## config.mk

```make
export PLATFORM = sky130hd
export DESIGN_NAME = ptc_regs
export DESIGN_NICKNAME = d
export VERILOG_FILES = /design/src/verilog/ptc_pkg.sv /design/src/verilog/ptc_regs.sv
export VERILOG_INCLUDE_DIRS = /design/src /design/src/verilog
export SDC_FILE = /design/constraint.sdc
export NUM_CORES = 1
export LEC_CHECK = 0
export BUFFER_PORTS_ARGS = -buffer_cell sky130_fd_sc_hd__buf_2
export CAP_MARGIN = 20
export CORE_MARGIN = 2
export CORE_UTILIZATION = 52
export CTS_CLUSTER_SIZE = 40
export DETAILED_ROUTE_END_ITERATION = 16
export GPL_ROUTABILITY_DRIVEN = 0
export PLACE_DENSITY = 0.8
export SYNTH_ARGS = -nofsm -noshare
export SYNTH_HDL_FRONTEND = slang
export SYNTH_SLANG_ARGS = --single-unit
```

## constraint.sdc

```tcl
create_clock -name sys_clk_in -period 2.2 [get_ports sys_clk_in]
set_input_delay 0.44 -clock sys_clk_in [delete_from_list [all_inputs] [get_ports sys_clk_in]]
set_output_delay 0.44 -clock sys_clk_in [all_outputs]
set_load 0.1 [all_outputs]
```

## src/verilog/ptc_consts.svh

```systemverilog
// Offsets, field positions and timing counts of the test and control registers
`ifndef PTC_CONSTS_SVH
`define PTC_CONSTS_SVH

// ****************************************
// Register offsets and addressing
// ****************************************
`define PTC_OFS_LINE_TEST 5'h1B
`define PTC_OFS_EXTRA_CTRL 5'h1C
`define PTC_BCAST_PHY_ADDR 5'h1F

// ****************************************
// Fields of line_test_selftest_ext
// ****************************************
`define PTC_LT_ERR_HI 15
`define PTC_LT_ERR_LO 8
`define PTC_LT_RSVD7 7
`define PTC_LT_MII_CLK 6
`define PTC_LT_NONSTOP 5
`define PTC_LT_PATT_ON 4
`define PTC_LT_PULLUP 3
`define PTC_LT_SPACING 2
`define PTC_LT_CHOICE_HI 1
`define PTC_LT_CHOICE_LO 0
`define PTC_ERR_MAX 8'hFF

// ****************************************
// Fields of extra_phy_control
// ****************************************
`define PTC_XC_TX_LOCK 13
`define PTC_XC_AUX_RX 12
`define PTC_XC_BCAST 11
`define PTC_XC_COMPAT 10
`define PTC_XC_SOFT_RST 9
`define PTC_XC_AUX_OFF 1
`define PTC_XC_RSVD0 0

// ****************************************
// Timing
// ****************************************
`define PTC_CLK_MHZ 200
`define PTC_GAP_LONG_US 15
`define PTC_GAP_SHORT_US 10
`define PTC_GAP_LONG_CYC (`PTC_GAP_LONG_US * `PTC_CLK_MHZ)
`define PTC_GAP_SHORT_CYC (`PTC_GAP_SHORT_US * `PTC_CLK_MHZ)
`define PTC_SOFT_RST_CYC 16

`endif

```

## src/verilog/ptc_pkg.sv

```systemverilog
// Types shared by the test and control register block
package ptc_pkg;

    typedef enum logic [1:0] {
        PTC_MAC_MII = 2'h0,
        PTC_MAC_RMII_MASTER = 2'h1,
        PTC_MAC_RMII_SLAVE = 2'h2,
        PTC_MAC_OTHER = 2'h3
    } ptc_mac_mode_t;

    typedef enum logic [1:0] {
        PTC_PATT_DATA_EOP0 = 2'h0,
        PTC_PATT_DATA_EOP1 = 2'h1,
        PTC_PATT_LINK_PULSE = 2'h2,
        PTC_PATT_TONE = 2'h3
    } ptc_pattern_t;

    typedef enum logic [2:0] {
        PTC_ST_IDLE = 3'h1,
        PTC_ST_SEND = 3'h2,
        PTC_ST_GAP = 3'h4
    } ptc_patt_state_t;

    // One decoded management frame
    typedef struct packed {
        logic wr;
        logic rd;
        logic [4:0] phy_addr;
        logic [4:0] reg_addr;
        logic [15:0] wdata;
    } ptc_mgmt_req_t;

    // Levels sampled while hard reset is held
    typedef struct packed {
        logic compat;
        logic aux_off;
    } ptc_straps_t;

endpackage

```

## src/verilog/ptc_regs.sv

```systemverilog
// Test, self-test extension and extra control registers of the transceiver
`timescale 1ns/1ps
`include "ptc_consts.svh"

module ptc_regs (
    input wire logic sys_clk_in,
    input wire logic resetn_in,
    input ptc_pkg::ptc_mgmt_req_t mgmt_req_in,
    input wire logic [4:0] local_phy_addr_in,
    output logic [15:0] mgmt_rdata_out,
    output logic mgmt_rvalid_out,
    input ptc_pkg::ptc_straps_t straps_in,
    input wire logic selftest_start_in,
    input wire logic selftest_running_in,
    input wire logic nibble_err_in,
    input wire logic speed_100_in,
    input ptc_pkg::ptc_mac_mode_t mac_mode_in,
    input wire logic mode_clocks_on_in,
    input wire logic runaway_guard_off_in,
    output logic mii_tx_clk_en_out,
    output logic mii_rx_clk_en_out,
    output logic selftest_nonstop_out,
    output logic line_pattern_active_out,
    output ptc_pkg::ptc_pattern_t line_pattern_kind_out,
    output logic line_pattern_seq_start_out,
    output logic mgmt_line_pullup_on_out,
    output logic tx_clk_from_rx_out,
    output logic aux_pin_rx_clock_out,
    output logic aux_clock_pin_en_out,
    output logic legacy_pinout_out,
    output logic all_stations_write_on_out,
    output logic soft_reset_out,
    output logic jabber_active_out
);
    import ptc_pkg::*;

    // ****************************************
    // Register state
    // ****************************************
    logic [7:0] err_tally_ff;
    logic [7:0] nxt_err_tally;
    logic rsvd7_ff;
    logic mii_clk_force_ff;
    logic nonstop_ff;
    logic patt_on_ff;
    logic pullup_ff;
    logic spacing_ff;
    logic [1:0] choice_ff;
    logic tx_lock_ff;
    logic aux_rx_ff;
    logic bcast_ff;
    logic compat_ff;
    logic aux_off_ff;
    logic rsvd0_ff;
    logic [4:0] srst_cnt_ff;
    logic [4:0] nxt_srst_cnt;
    logic [15:0] rdata_ff;
    logic rvalid_ff;
    ptc_patt_state_t patt_state_ff;
    ptc_patt_state_t nxt_patt_state;
    logic [11:0] gap_cnt_ff;
    logic [11:0] nxt_gap_cnt;
    logic seq_start_ff;
    logic nxt_seq_start;

    // ****************************************
    // Management access decode
    // ****************************************
    wire own_addr = mgmt_req_in.phy_addr == local_phy_addr_in;
    wire bcast_hit = bcast_ff && (mgmt_req_in.phy_addr == `PTC_BCAST_PHY_ADDR);
    wire wr_ok = mgmt_req_in.wr && (own_addr || bcast_hit);
    wire wr_lt = wr_ok && (mgmt_req_in.reg_addr == `PTC_OFS_LINE_TEST);
    wire wr_xc = wr_ok && (mgmt_req_in.reg_addr == `PTC_OFS_EXTRA_CTRL);
    wire rd_ok = mgmt_req_in.rd && own_addr;
    wire [15:0] wd = mgmt_req_in.wdata;
    wire soft_rst_active = srst_cnt_ff != 5'h00;

    // Reserved read-only ranges are simply not stored, so they read as zero
    wire [15:0] lt_word = {err_tally_ff, rsvd7_ff, mii_clk_force_ff, nonstop_ff, patt_on_ff,
                           pullup_ff, spacing_ff, choice_ff};
    wire [15:0] xc_word = {2'h0, tx_lock_ff, aux_rx_ff, bcast_ff, compat_ff, soft_rst_active,
                           7'h00, aux_off_ff, rsvd0_ff};
    wire [15:0] rd_word = (mgmt_req_in.reg_addr == `PTC_OFS_LINE_TEST) ? lt_word :
                          (mgmt_req_in.reg_addr == `PTC_OFS_EXTRA_CTRL) ? xc_word : 16'h0000;

    // ****************************************
    // Self-test nibble error tally
    // ****************************************
    always_comb begin
        nxt_err_tally = err_tally_ff;
        if (selftest_start_in || soft_rst_active) begin
            nxt_err_tally = 8'h00;
        end else if (selftest_running_in && nibble_err_in &&
                     err_tally_ff != `PTC_ERR_MAX) begin
            nxt_err_tally = err_tally_ff + 8'h01;
        end
    end

    always_ff @(posedge sys_clk_in) begin
        if (!resetn_in) begin
            err_tally_ff <= 8'h00;
        end else begin
            err_tally_ff <= nxt_err_tally;
        end
    end

    // ****************************************
    // Writable configuration bits
    // ****************************************
    // Soft reset never touches these; only hard reset does
    always_ff @(posedge sys_clk_in) begin
        if (!resetn_in) begin
            rsvd7_ff <= 1'b0;
            mii_clk_force_ff <= 1'b0;
            nonstop_ff <= 1'b0;
            patt_on_ff <= 1'b0;
            pullup_ff <= 1'b0;
            spacing_ff <= 1'b0;
            choice_ff <= 2'h0;
        end else if (wr_lt) begin
            rsvd7_ff <= wd[`PTC_LT_RSVD7];
            mii_clk_force_ff <= wd[`PTC_LT_MII_CLK];
            nonstop_ff <= wd[`PTC_LT_NONSTOP];
            patt_on_ff <= wd[`PTC_LT_PATT_ON];
            pullup_ff <= wd[`PTC_LT_PULLUP];
            spacing_ff <= wd[`PTC_LT_SPACING];
            choice_ff <= wd[`PTC_LT_CHOICE_HI:`PTC_LT_CHOICE_LO];
        end
    end

    // Strap bits follow their pins while hard reset is held, then software owns them
    always_ff @(posedge sys_clk_in) begin
        if (!resetn_in) begin
            tx_lock_ff <= 1'b0;
            aux_rx_ff <= 1'b0;
            bcast_ff <= 1'b0;
            compat_ff <= straps_in.compat;
            aux_off_ff <= straps_in.aux_off;
            rsvd0_ff <= 1'b0;
        end else if (wr_xc) begin
            tx_lock_ff <= wd[`PTC_XC_TX_LOCK];
            aux_rx_ff <= wd[`PTC_XC_AUX_RX];
            bcast_ff <= wd[`PTC_XC_BCAST];
            compat_ff <= wd[`PTC_XC_COMPAT];
            aux_off_ff <= wd[`PTC_XC_AUX_OFF];
            rsvd0_ff <= wd[`PTC_XC_RSVD0];
        end
    end

    // ****************************************
    // Self-clearing soft reset
    // ****************************************
    // Held for a fixed stretch so slow datapath blocks see it; the bit reads 1 meanwhile
    always_comb begin
        nxt_srst_cnt = srst_cnt_ff;
        if (wr_xc && wd[`PTC_XC_SOFT_RST]) begin
            nxt_srst_cnt = 5'(`PTC_SOFT_RST_CYC);
        end else if (soft_rst_active) begin
            nxt_srst_cnt = srst_cnt_ff - 5'h01;
        end
    end

    always_ff @(posedge sys_clk_in) begin
        if (!resetn_in) begin
            srst_cnt_ff <= 5'h00;
        end else begin
            srst_cnt_ff <= nxt_srst_cnt;
        end
    end

    // ****************************************
    // Read port
    // ****************************************
    always_ff @(posedge sys_clk_in) begin
        if (!resetn_in) begin
            rdata_ff <= 16'h0000;
            rvalid_ff <= 1'b0;
        end else begin
            rvalid_ff <= rd_ok;
            if (rd_ok) begin
                rdata_ff <= rd_word;
            end
        end
    end

    // ****************************************
    // Line-driver pattern sequencer
    // ****************************************
    wire tone_sel = choice_ff == 2'(PTC_PATT_TONE);
    wire [11:0] gap_len = spacing_ff ? 12'(`PTC_GAP_LONG_CYC) :
                                       12'(`PTC_GAP_SHORT_CYC);

    always_comb begin
        nxt_patt_state = patt_state_ff;
        nxt_gap_cnt = gap_cnt_ff;
        nxt_seq_start = 1'b0;
        case (patt_state_ff)
            PTC_ST_IDLE: begin
                if (patt_on_ff) begin
                    nxt_patt_state = PTC_ST_SEND;
                    nxt_seq_start = 1'b1;
                end
            end
            PTC_ST_SEND: begin
                // The tone is a steady carrier, so it never pauses
                if (!tone_sel) begin
                    nxt_patt_state = PTC_ST_GAP;
                    nxt_gap_cnt = gap_len - 12'h001;
                end
            end
            PTC_ST_GAP: begin
                if (gap_cnt_ff == 12'h000) begin
                    nxt_patt_state = PTC_ST_SEND;
                    nxt_seq_start = 1'b1;
                end else begin
                    nxt_gap_cnt = gap_cnt_ff - 12'h001;
                end
            end
            default: begin
                nxt_patt_state = PTC_ST_IDLE;
            end
        endcase
        if (!patt_on_ff || soft_rst_active) begin
            nxt_patt_state = PTC_ST_IDLE;
            nxt_gap_cnt = 12'h000;
            nxt_seq_start = 1'b0;
        end
    end

    always_ff @(posedge sys_clk_in) begin
        if (!resetn_in) begin
            patt_state_ff <= PTC_ST_IDLE;
            gap_cnt_ff <= 12'h000;
            seq_start_ff <= 1'b0;
        end else begin
            patt_state_ff <= nxt_patt_state;
            gap_cnt_ff <= nxt_gap_cnt;
            seq_start_ff <= nxt_seq_start;
        end
    end

    // ****************************************
    // Control outputs to the datapath
    // ****************************************
    wire lock_mode_ok = (mac_mode_in == PTC_MAC_MII) || (mac_mode_in == PTC_MAC_RMII_MASTER);

    assign mgmt_rdata_out = rdata_ff;
    assign mgmt_rvalid_out = rvalid_ff;
    assign mii_tx_clk_en_out = mii_clk_force_ff || mode_clocks_on_in;
    assign mii_rx_clk_en_out = mii_clk_force_ff || mode_clocks_on_in;
    // Nonstop at 10 Mb relies on software having turned the jabber guard off first
    assign selftest_nonstop_out = nonstop_ff;
    assign line_pattern_active_out = patt_on_ff && !soft_rst_active &&
                                     patt_state_ff == PTC_ST_SEND;
    assign line_pattern_kind_out = ptc_pattern_t'(choice_ff);
    assign line_pattern_seq_start_out = seq_start_ff;
    assign mgmt_line_pullup_on_out = pullup_ff;
    assign tx_clk_from_rx_out = tx_lock_ff && speed_100_in && lock_mode_ok;
    assign aux_pin_rx_clock_out = aux_rx_ff && speed_100_in;
    // Only the disable bit gates the aux clock pin; the legacy pinout bit does not enable it
    assign aux_clock_pin_en_out = !aux_off_ff;
    assign legacy_pinout_out = compat_ff;
    assign all_stations_write_on_out = bcast_ff;
    assign soft_reset_out = soft_rst_active;
    assign jabber_active_out = !speed_100_in && !runaway_guard_off_in;

endmodule
```

==> results.txt, run 1 <==
Cts-stage hold buffer count: 0. The tools report the instance area at placement as 3400 sq um. Detailed routing inserted a total of 2761 vias. Across the whole layout, storage elements account for 1220 sq um.

The number of storage elements in the synthesis netlist is 60. Summed over all layers, the routed wires come to 7150 um. The total power divided by cell area is 757 nW/um^2.

Once detail routing completed, the nets flagged for antenna violations numbered 0. Ranked by total cell area, the synthesized netlist is headed by dfxtp_1, a21oi_1, mux2i_1. In this run the deepest clock path goes through 2 buffers. The die is 78.8 um tall. The fraction of final layout cells sized beyond drive strength 1 works out to 0.300. The total overflow left after global routing is 0. Area of combinational cells with multiple inputs: 1590 sq um. Prior to clock tree synthesis, the placed netlist has a worst setup slack of 0.234 ns.

In this run the worst hold path is classified as in -> reg. The proportion of register bits with asynchronous set or reset after synthesis is 0, and the count of distinct cell types in the synthesized netlist is 58. The logs give 0.00937 ns for the final setup skew and 0 for the final count of pins violating max slew. The top cell type by total area after synthesis was dfxtp_1.

The final period utilization is 0.951, and the count of flip-flops with a built-in enable after synthesis is 2. Timing would allow up to 478 MHz. Maximum fanout along the worst path: 9.

The count of yosys warnings during synthesis was 0. The flow ran to the end, and the final reports show no timing, DRC or antenna violations. The transition time of the tightest slew-check pin was 0.537 ns; the count of nets after finishing was 456.

The tools report the worst-case headroom to the max-slew limit as 0.639. Setup slack closes at 0.107 ns. Max-cap violations in this run came to 0.

Via count of the first global-routing pass: 2677. STA classifies the critical path startpoint as a flop. The number of antenna diodes in the final layout is 0. The accumulated negative setup slack is 0 ns, and the total of buffers placed on input and output ports is 72. At the worst endpoint, the required time is 1.76 ns. For the worst supply voltage drop on vdd, the log shows 0.000453 V.

The root buffer cell chosen for the clock tree is clkbuf_8. The placed wire-length estimate after detailed placement is 5230 um, and the critical path arrival is 1.65 ns. Entering global routing, the biggest net connects 19 pins.

The worst setup path is captured at an output pin. The CTS buffer count was 9; the initial core utilization was 0.535. From left edge to right edge, the die measures 78.8 um. Area fraction of the dominant cell type after synthesis: 0.399. The area of the die came out at 6210 sq um.

Synthesized netlist cell count: 330. After floorplanning, the core was sized to cover 5440 sq um. The final cell area excluding filler cells was 3630 sq um; the number of setup violations in the final report was 0. Pin placement for this block handled 77 I/O pins. CTS built an H-tree with a depth of 3.

For the finished layout, the period the worst path requires is 2.09 ns. Fill cells in the final layout number 450. The number of nets produced by synthesis was 377; the CTS clock-pin slew for the worst setup and hold paths was 0.07 ns. Count of unresolved DRC violations after routing: 0.

Using the TritonRoute via totals, the vias-per-cell ratio works out to 5.68. The number of standard-cell rows in the floorplan came out at 27. The critical path is of the reg -> out type.

The area growth from synthesis to layout is 24.9%. The tools report the number of antenna violations at the first check in global routing as 0. Clock latency on the worst-skew pair, taken at its later pin, is 0.34 ns.

The sink count of the clock tree is 60, and the final number of hold-violating endpoints is 0. The detailed router finished its first iteration with 148 violations. The tools report the global-route usage over all layers as 0.243.

Before antenna repair, the detailed router went through 4 iterations. The logs give 0.420 for the fraction of the yosys area taken by sequential cells and 11900 um for the first-pass GRT wire length. The leakage component of the power is 0.00149 uW. In the synthesized netlist the dominant register cell turns out to be dfxtp_1. Setup repair after global routing left no endpoint under its margin.

TritonCTS built the clock tree. The mapped netlist covers 2910 sq um. Dividing the synthesized area by the synthesized cell count gives 8.82 sq um.

Dividing the detail-routed wire length by the instance count gives 14.7 um.
## final cells by class
cell class / instances / share of cell area
Timing Repair Buffer: 86 / 0.134
Sequential cell: 60 / 0.337
Multi-Input combinational cell: 241 / 0.438
Clock inverter: 6 / 0.0176
Inverter: 11 / 0.0114
Tap cell: 72 / 0.0248
Clock buffer: 10 / 0.0379
## state kept, by name, summed over array words and instances (netlist names), 2 cells and up
signal	flops
err_tally_ff	8
gap_cnt_ff	12
line_pattern_kind_out	2
srst_cnt_ff	5
patt_state_ff	3
mgmt_rdata_out	16
## worst paths after layout
| kind | start | end | slack (ns) | depth (start not counted) |
|---|---|---|---|---|
| min | mgmt_req_in[11] | all_stations_write_on_out | 0.33 | 3 |
| min reg2reg | rsvd0_ff | rsvd0_ff | 0.47 | 2 |
| max | srst_cnt_ff[1] | soft_reset_out | 0.11 | 6 |
| max reg2reg | gap_cnt_ff[6] | gap_cnt_ff[1] | 0.31 | 4 |
## cell usage after synthesis, types with 3 or more instances
library cell and n:
a211oi_1 11, a21oi_1 29, a22oi_1 7, a31oi_1 4, a32o_1 3, and2_1 4, buf_2 3, clkbuf_1 14
dfxtp_1 58, inv_1 10, mux2i_1 14, nand2_1 37, nand2b_1 3, nand3_1 5, nand3b_1 3, nand4_1 13
nor2_1 18, nor3_1 7, nor4_1 7, o211ai_1 3, o21ai_0 18, or2_2 3, or3_1 5, xnor2_1 5
xor2_1 8
## report_power, final
group | switching, uW | internal, uW | total [uW]
Clock | 449 | 551 | 1000
Sequential | 28.7 | 1130 | 1160
Combinational | 389 | 206 | 595
Total | 867 | 1880 | 2750
## metrics by stage
stage	hold WS, ns	util	instances	power (uW)
3_3_place_gp	0.450	0.625	469	1700
6_report	0.334	0.668	486	2750
3_5_place_dp	0.453	0.625	469	1710
4_1_cts	0.317	0.664	485	2730
2_1_floorplan	0.435	-	330	1560
5_1_grt	0.329	0.668	486	2880
## what timing repair did
action | 4_1_cts | 5_1_grt
gates resized for setup | 2 | 3
pin swaps | 0 | 1
setup buffers | 0 | 1
setup endpoints to repair | 1 | 2
hold endpoints to repair | 0 | 0
## cell usage in the layout, fill, tap and decap left out, drive strengths merged, types with 4 or more instances in the layout
cell / count
a211oi: 11
a21oi: 29
a22oi: 7
a31oi: 4
and2: 4
buf: 86
clkbuf: 10
dfxtp: 58
inv: 11
mux2i: 14
nand2: 38
nand3: 5
nand4: 13
nor2: 18
nor3: 7
nor4: 9
o21ai: 18
or3: 6
xnor2: 5
xor2: 8
## worst max-delay path: stages, from the launching register on
cell and delay [ns]:
dfxtp_1 0.36, inv_1 0.09, ha_4 0.17, nor4b_2 0.15
buf_4 0.15, inv_2 0.15, buf_6 0.25
## routing by layer
layer	up-vias	GRT usage	wire length [um]
met1	1286	0.287	3090
met2	83	0.422	3580
met5	-	0	0
met3	8	0.0716	404
met4	0	0.0789	82
li1	1384	-	-
## cells by family after synthesis
family | share of synthesized area
AOI/OAI and AO/OA | 0.211
xor gates and xnor gates | 0.0391
and+or+nand+nor | 0.229
muxes | 0.0520
buffers and inverters | 0.0400
adders and majority gates | 0.00860
DFF | 0.420
No activity file was read; power rests on OpenSTA's default activity.
==> run 2, diff against run 1 <==
==> constraint.sdc (replaced) <==
create_clock -name sys_clk_in -period 2.2 [get_ports sys_clk_in]
set_input_delay 0.66 -clock sys_clk_in [delete_from_list [all_inputs] [get_ports sys_clk_in]]
set_output_delay 0.66 -clock sys_clk_in [all_outputs]
set_load 0.1 [all_outputs]
==> run 2 against run 1 <==
  * The run now ends with negative setup slack left
  * Sequential power is essentially flat
  * Worst setup slack lost 0.21 ns
  * Flip-flop and latch count is the same
  * Power grew 12%
  * Clock power grew 18%
  * Maximum frequency shrank 8.9%
  * Clock-buffer cell count is the same
  * Utilization grew 3.2 points
  * Critical path depth is the same
  * Largest power group is now clock
==> results.txt, run 2 (synthesis results as in run 1) <==
Number of standard-cell rows in the floorplan: 27. The achievable frequency was 435 MHz; the via density per instance was 5.84. The multi-input combinational cells in the finished layout cover a total of 1610 sq um. The tools report the global-route usage over all layers as 0.260. The post-placement cell count is 473, and the pin count of the biggest net entering global routing is 17. The total power divided by cell area was 808 nW/um^2; the CTS clock-pin slew for the worst setup and hold paths was 0.08 ns.

In this run the register-to-register setup slack is 0.31 ns. For this run, the post-layout net count is 463. The detailed-route wire length per cell came out at 15.5 um. 77 I/O pins were placed. Power comes to 3080 uW. The critical path arrival was 1.64 ns; the final period utilization was 1.04. The run finished, with violations left. The clock root buffer master is clkbuf_8. The tools report the number of H-tree levels as 3. Leaving out filler cells and counting taps, the final layout contains 493.

In the layout the commonest cells are buf_2, dfxtp_1, nand2_1, a21oi_1, buf_4. In the final layout, flip-flops and latches occupy 1230 sq um. For the worst-case headroom to the max-slew limit, the log shows 0.649. The die covers 6210 sq um. The first global-routing pass estimated 12900 um of wire.

The critical path is of the reg -> out type. The clock latency on the worst-skew pair was 0.34 ns. The tools report the residual antenna-violating net count after detailed routing as 0.

The placed wire-length estimate after detailed placement was 5410 um. The library cell used most frequently in the layout, excluding fill and tap cells, is buf_2. On the final layout, the worst clock skew is 0.0107 ns. The fraction of final layout cells sized beyond drive strength 1 was 0.325; the number of cells traversed by the worst hold path was 2. The post-route worst setup slack came out at -0.0989 ns. The tools report the worst supply voltage drop on vdd as 0.000443 V. The number of filler instances in the final layout is 414, and the residual overflow from global routing is 0.

The run gives 1 as the number of setup violations in the final report. For the initial core utilization, the log shows 0.535. The repair_antennas step left the layout with diodes totalling 0. The area growth from synthesis to layout is 31.0%.

For the pin with the worst max-slew slack, the measured transition is 0.523 ns. Hold is met by 0.467 ns. The number of antenna violations at the first check in global routing was 0; the number of buffers between clock root and the deepest sink was 2. In this run, post-CTS hold repair placed 0 buffers.

The x dimension of the die is 78.8 um. The count of buffers added on input and output ports is 72. Before antenna repair, the detailed router went through 4 iterations. In this run the standard cell core region covers 5440 sq um.

The run gives 0 as the final count of pins violating max slew. Setup repair after global routing could not meet its margin everywhere. For this run, design rule violations remaining after detail routing come to 0. The path with the worst hold slack has its endpoint at rsvd7_ff.

Counting every sink on the clock net gives 60. The die is 78.8 um tall. The flip-flop count of the largest register after layout is 16. The CTS buffer count came out at 9. Capturing point of the worst reg2reg path: gap_cnt_ff[10]. The path depth of the worst reg2reg path was 4. For this block, the via count after detailed routing is 2878.

TritonCTS built the clock tree. The final layout contains routed wiring with a total length of 7660 um. The checks that failed: negative setup slack.

The accumulated negative setup slack was -0.0989 ns; the final critical-path required period was 2.30 ns. The launch point of the worst reg-to-reg path is gap_cnt_ff[6]. The startpoint class of the critical path is a flop. Across the run, the number of max-cap violations was 0. The final number of hold-violating endpoints came out at 0. STA classifies the critical path endpoint as an output pin. The analysis attributes to cell leakage a power of 0.00157 uW. Post-placement setup slack: 0.126 ns. The worst hold path begins at rsvd7_ff. The detailed router finished its first iteration with 124 violations.

For the worst setup path, the data required time is 1.54 ns. The min-delay analysis places its worst path in the category reg -> reg. The tools report the via count of the first global-routing pass as 2845. The maximum fanout along the worst path was 2.
run 2: changes by cell type in the layout (fill, tap and decap cells not counted), sizes merged:
cell and delta:
bufinv +1, clkinvlp -1, buf +7, clkinv -1, inv +1
run 2: final cells by class:
class | instances | share of cell area
Sequential cell | 60 | 0.322
Inverter | 11 | 0.0128
Clock buffer | 10 | 0.0391
Tap cell | 72 | 0.0236
Multi-Input combinational cell | 241 | 0.422
Timing Repair Buffer | 93 | 0.156
Clock inverter | 6 | 0.0246
run 2: critical path, stage by stage (launching register included):
cell and delay (ns):
dfxtp_2 0.33, inv_2 0.07, ha_4 0.13, nor4b_4 0.23, buf_4 0.17, and3_4 0.20
buf_12 0.17
run 2: power breakdown:
part | switching [uW] | internal [uW] | total (uW)
combinational | 424 | 306 | 730
sequential | 35.0 | 1130 | 1170
clock | 469 | 714 | 1180
run 2: worst max path at each step:
| stage | depth (start not counted) | end | start | slack [ns] |
|---|---|---|---|---|
| after floorplan | 4 | line_pattern_active_out | srst_cnt_ff[0] | 0.05 |
| after global placement | 6 | line_pattern_active_out | srst_cnt_ff[0] | 0.14 |
| after detailed placement | 6 | mgmt_rdata_out[2] | local_phy_addr_in[1] | 0.13 |
| after CTS | 6 | line_pattern_active_out | srst_cnt_ff[0] | -0.07 |
| after global routing | 6 | line_pattern_active_out | srst_cnt_ff[0] | -0.16 |
| final | 6 | line_pattern_active_out | srst_cnt_ff[0] | -0.1 |
run 2: timing repair:
action                     in CTS  in global routing
resized for setup               9                  3
setup endpoints to repair       2                  2
buffers inserted                1                  3
pin swaps                       1                  0
run 2: layer usage:
metal	GRT usage	routed length, um	vias to the layer above
li1	-	-	1397
met1	0.294	3110	1357
met2	0.462	3960	104
met3	0.0500	405	20
met4	0.139	192	0
met5	0	0	-
run 2: per-stage QoR:
step,util,instance area (sq um)
4_1_cts,0.695,3780
6_report,0.700,3810
5_1_grt,0.700,3810
2_1_floorplan,-,2920
3_3_place_gp,0.643,3500
3_5_place_dp,0.643,3500
==> run 3, diff against run 2 <==
ABC_CLOCK_PERIOD_IN_PS = 2200   (was unset)
CORE_UTILIZATION = 54   (was 52)
CTS_BUF_LIST = sky130_fd_sc_hd__clkbuf_4 sky130_fd_sc_hd__clkbuf_8   (was unset)
PLACE_DENSITY = 0.83   (was 0.8)
==> run 3 against run 2 <==
  * The flow still finishes with violations (negative setup slack)
  * Wire length up 0.25%
  * Critical endpoint unchanged
  * Sequential power hardly changed
  * Clock power shrank 8%
  * Utilization increased by 3.8 points
  * Register-to-register slack about the same
  * First-iteration DRC count up 53%
  * Largest power group is now sequential cells
==> results.txt, run 3 (synthesis results as in run 1) <==
The flow ran to the end, but the final reports show violations. The checks that failed: negative setup slack. The tools report the critical path arrival as 1.56 ns. In this run the number of H-tree levels came out at 3. The maximum fanout along the worst path came out at 4. The startpoint class of the critical path was a flop. TritonCTS built the clock tree. For the final cell area excluding filler cells, the log shows 3790 sq um.

The worst-case headroom to the max-slew limit was 0.625. Most common cell after layout, fill and taps aside: buf_2. In this run, the number of DRC markers left after iteration 0 of detailed routing was 190.

The via count of the first global-routing pass came out at 2769. The run gives 0.566 as the initial core utilization. The total area of sequential cells is 1230 sq um, and the number of standard-cell rows in the floorplan is 26. The net count of the finished layout is 466.

The count of nets left with antenna violations once routing finished came out at 0. The CTS clock-pin slew for the worst setup and hold paths is 0.07 ns, and the CTS buffer count is 9. Leakage component of the power: 0.00157 uW. IR analysis of the VDD net gives a maximum drop of 0.000510 V. Post-route worst setup slack: -0.0218 ns. For the pin with the worst max-slew slack, the measured transition is 0.558 ns.

The count of antenna diodes in the layout came out at 0. In this run the count of I/O pins placed on the die edge is 77. In the layout the commonest cells are buf_2, dfxtp_1, nand2_1, a21oi_1, buf_4.

The tools report the data required time at the worst endpoint as 1.54 ns. The register with the most flip-flops in the layout has 16 of them. The worst setup path is captured at an output pin.

Setup repair after global routing could not meet its margin everywhere. Across all hold checks on the routed design, the worst slack comes to 0.477 ns. The detailed-route wire length per cell works out to 15.5 um. By startpoint and endpoint, the worst setup path is classified as reg -> out. After filler insertion, the fill cell instance count of the layout stands at 392. The count of unresolved DRC violations after routing was 0; the sink count of the clock tree was 60. The die covers 5990 sq um. For this run, the number of standard cells in the final layout without fillers is 494. After detailed placement, the total cell area comes to 3490 sq um. Static timing analysis puts the maximum clock frequency at 450 MHz. Final number of hold-violating endpoints: 0. The logs give 20 for the pin count of the biggest net entering global routing and 2 for the number of setup violations in the final report. The fraction of final layout cells sized beyond drive strength 1 was 0.330; the number of antenna violations at the first check in global routing was 0. From bottom edge to top edge, the die measures 77.4 um. Counting along the longest clock path gives a buffer depth of 2.

The max-capacitance violation count was 0. The routed layout has 2849 vias. Once placement completed, the tool counted placed cells totaling 471. The number of iterations in the first detailed-routing pass came out at 4. On the final layout, the worst clock skew is 0.00812 ns. The placed wire-length estimate after detailed placement is 5560 um, and the final wirelength is 7680 um.

The final period utilization works out to 1.01. After clock tree synthesis, the flow added hold-fix buffers numbering 0. The clock latency on the worst-skew pair was 0.34 ns. Final critical-path required period: 2.22 ns.

For the final count of pins violating max slew, the log shows 0. CTS placed an instance of clkbuf_8 at the clock tree root. From synthesis to final layout, the design area changed by 30.5%. The first global-routing pass estimated 12700 um of wire. In this run the tool buffered the top-level ports with 72 buffer cells. The global-route usage over all layers is 0.265, and the x dimension of the die is 77.4 um. Global routing finished with a remaining overflow of 0. The total area inside the core boundary comes to 5140 sq um. The tightest min-delay check is of the reg -> reg type. The tools report the area of combinational cells with multiple inputs as 1610 sq um.

After detailed routing, the number of vias per cell comes to 5.77. Power spread over the standard cell area amounts to 783 nW/um^2.
## run 3: changes by cell type in the layout (fill, tap and decap cells not counted), sizes merged
cell and change:
buf +3, clkinv +2, clkbuf -1, inv -1
## run 3: routing by layer
layer,vias up,wire (um),GRT usage,part of all wire
li1,1403,-,-,-
met1,1346,3210,0.322,0.42
met2,86,3930,0.454,0.51
met3,14,407,0.0744,0.053
met4,0,131,0.0857,0.017
met5,-,0,0,0
## run 3: power breakdown
group / switching (uW) / internal [uW]
Combinational: 423 / 308
Clock: 443 / 633
Sequential: 32.6 / 1130
## run 3: critical path, stage by stage (launching register included)
cell	delay, ns
dfxtp_2	0.33
inv_2	0.06
ha_4	0.13
nor4b_4	0.17
buf_4	0.17
and3_4	0.20
buf_12	0.17
## run 3: timing repair
item | 4_1_cts | 5_1_grt
buffers inserted | 5 | 2
setup endpoints to repair | 2 | 2
pin swaps | 1 | 0
gates cloned | 0 | 0
endpoints found under the hold margin | 0 | 0
gates resized for setup | 8 | 1
## run 3: area by class of cell
type / count / area share
clock buffers: 9 / 0.0326
clock inverters: 7 / 0.0241
inverters: 11 / 0.0109
multi-input cells: 241 / 0.424
flip-flops and latches: 60 / 0.323
well taps: 70 / 0.0231
repair buffers: 96 / 0.162
## run 3: final timing paths
kind	from	to	slack (ns)	depth (start not counted)
worst max-delay path	srst_cnt_ff[1]	line_pattern_active_out	-0.02	6
worst min-delay path	mgmt_line_pullup_on_out	mgmt_line_pullup_on_out	0.48	2
worst max register to register	gap_cnt_ff[6]	gap_cnt_ff[10]	0.30	4
worst min register to register	mgmt_line_pullup_on_out	mgmt_line_pullup_on_out	0.48	2
## run 3: stage by stage
step / power (uW) / setup slack [ns] / setup TNS (ns) / util
2_1_floorplan: 1570 / 0.0465 / 0 / -
3_3_place_gp: 1760 / 0.156 / 0 / 0.680
3_5_place_dp: 1770 / 0.114 / 0 / 0.680
4_1_cts: 2950 / -0.0465 / -0.0670 / 0.735
5_1_grt: 3090 / -0.0971 / -0.158 / 0.738
6_report: 2970 / -0.0218 / -0.0254 / 0.738
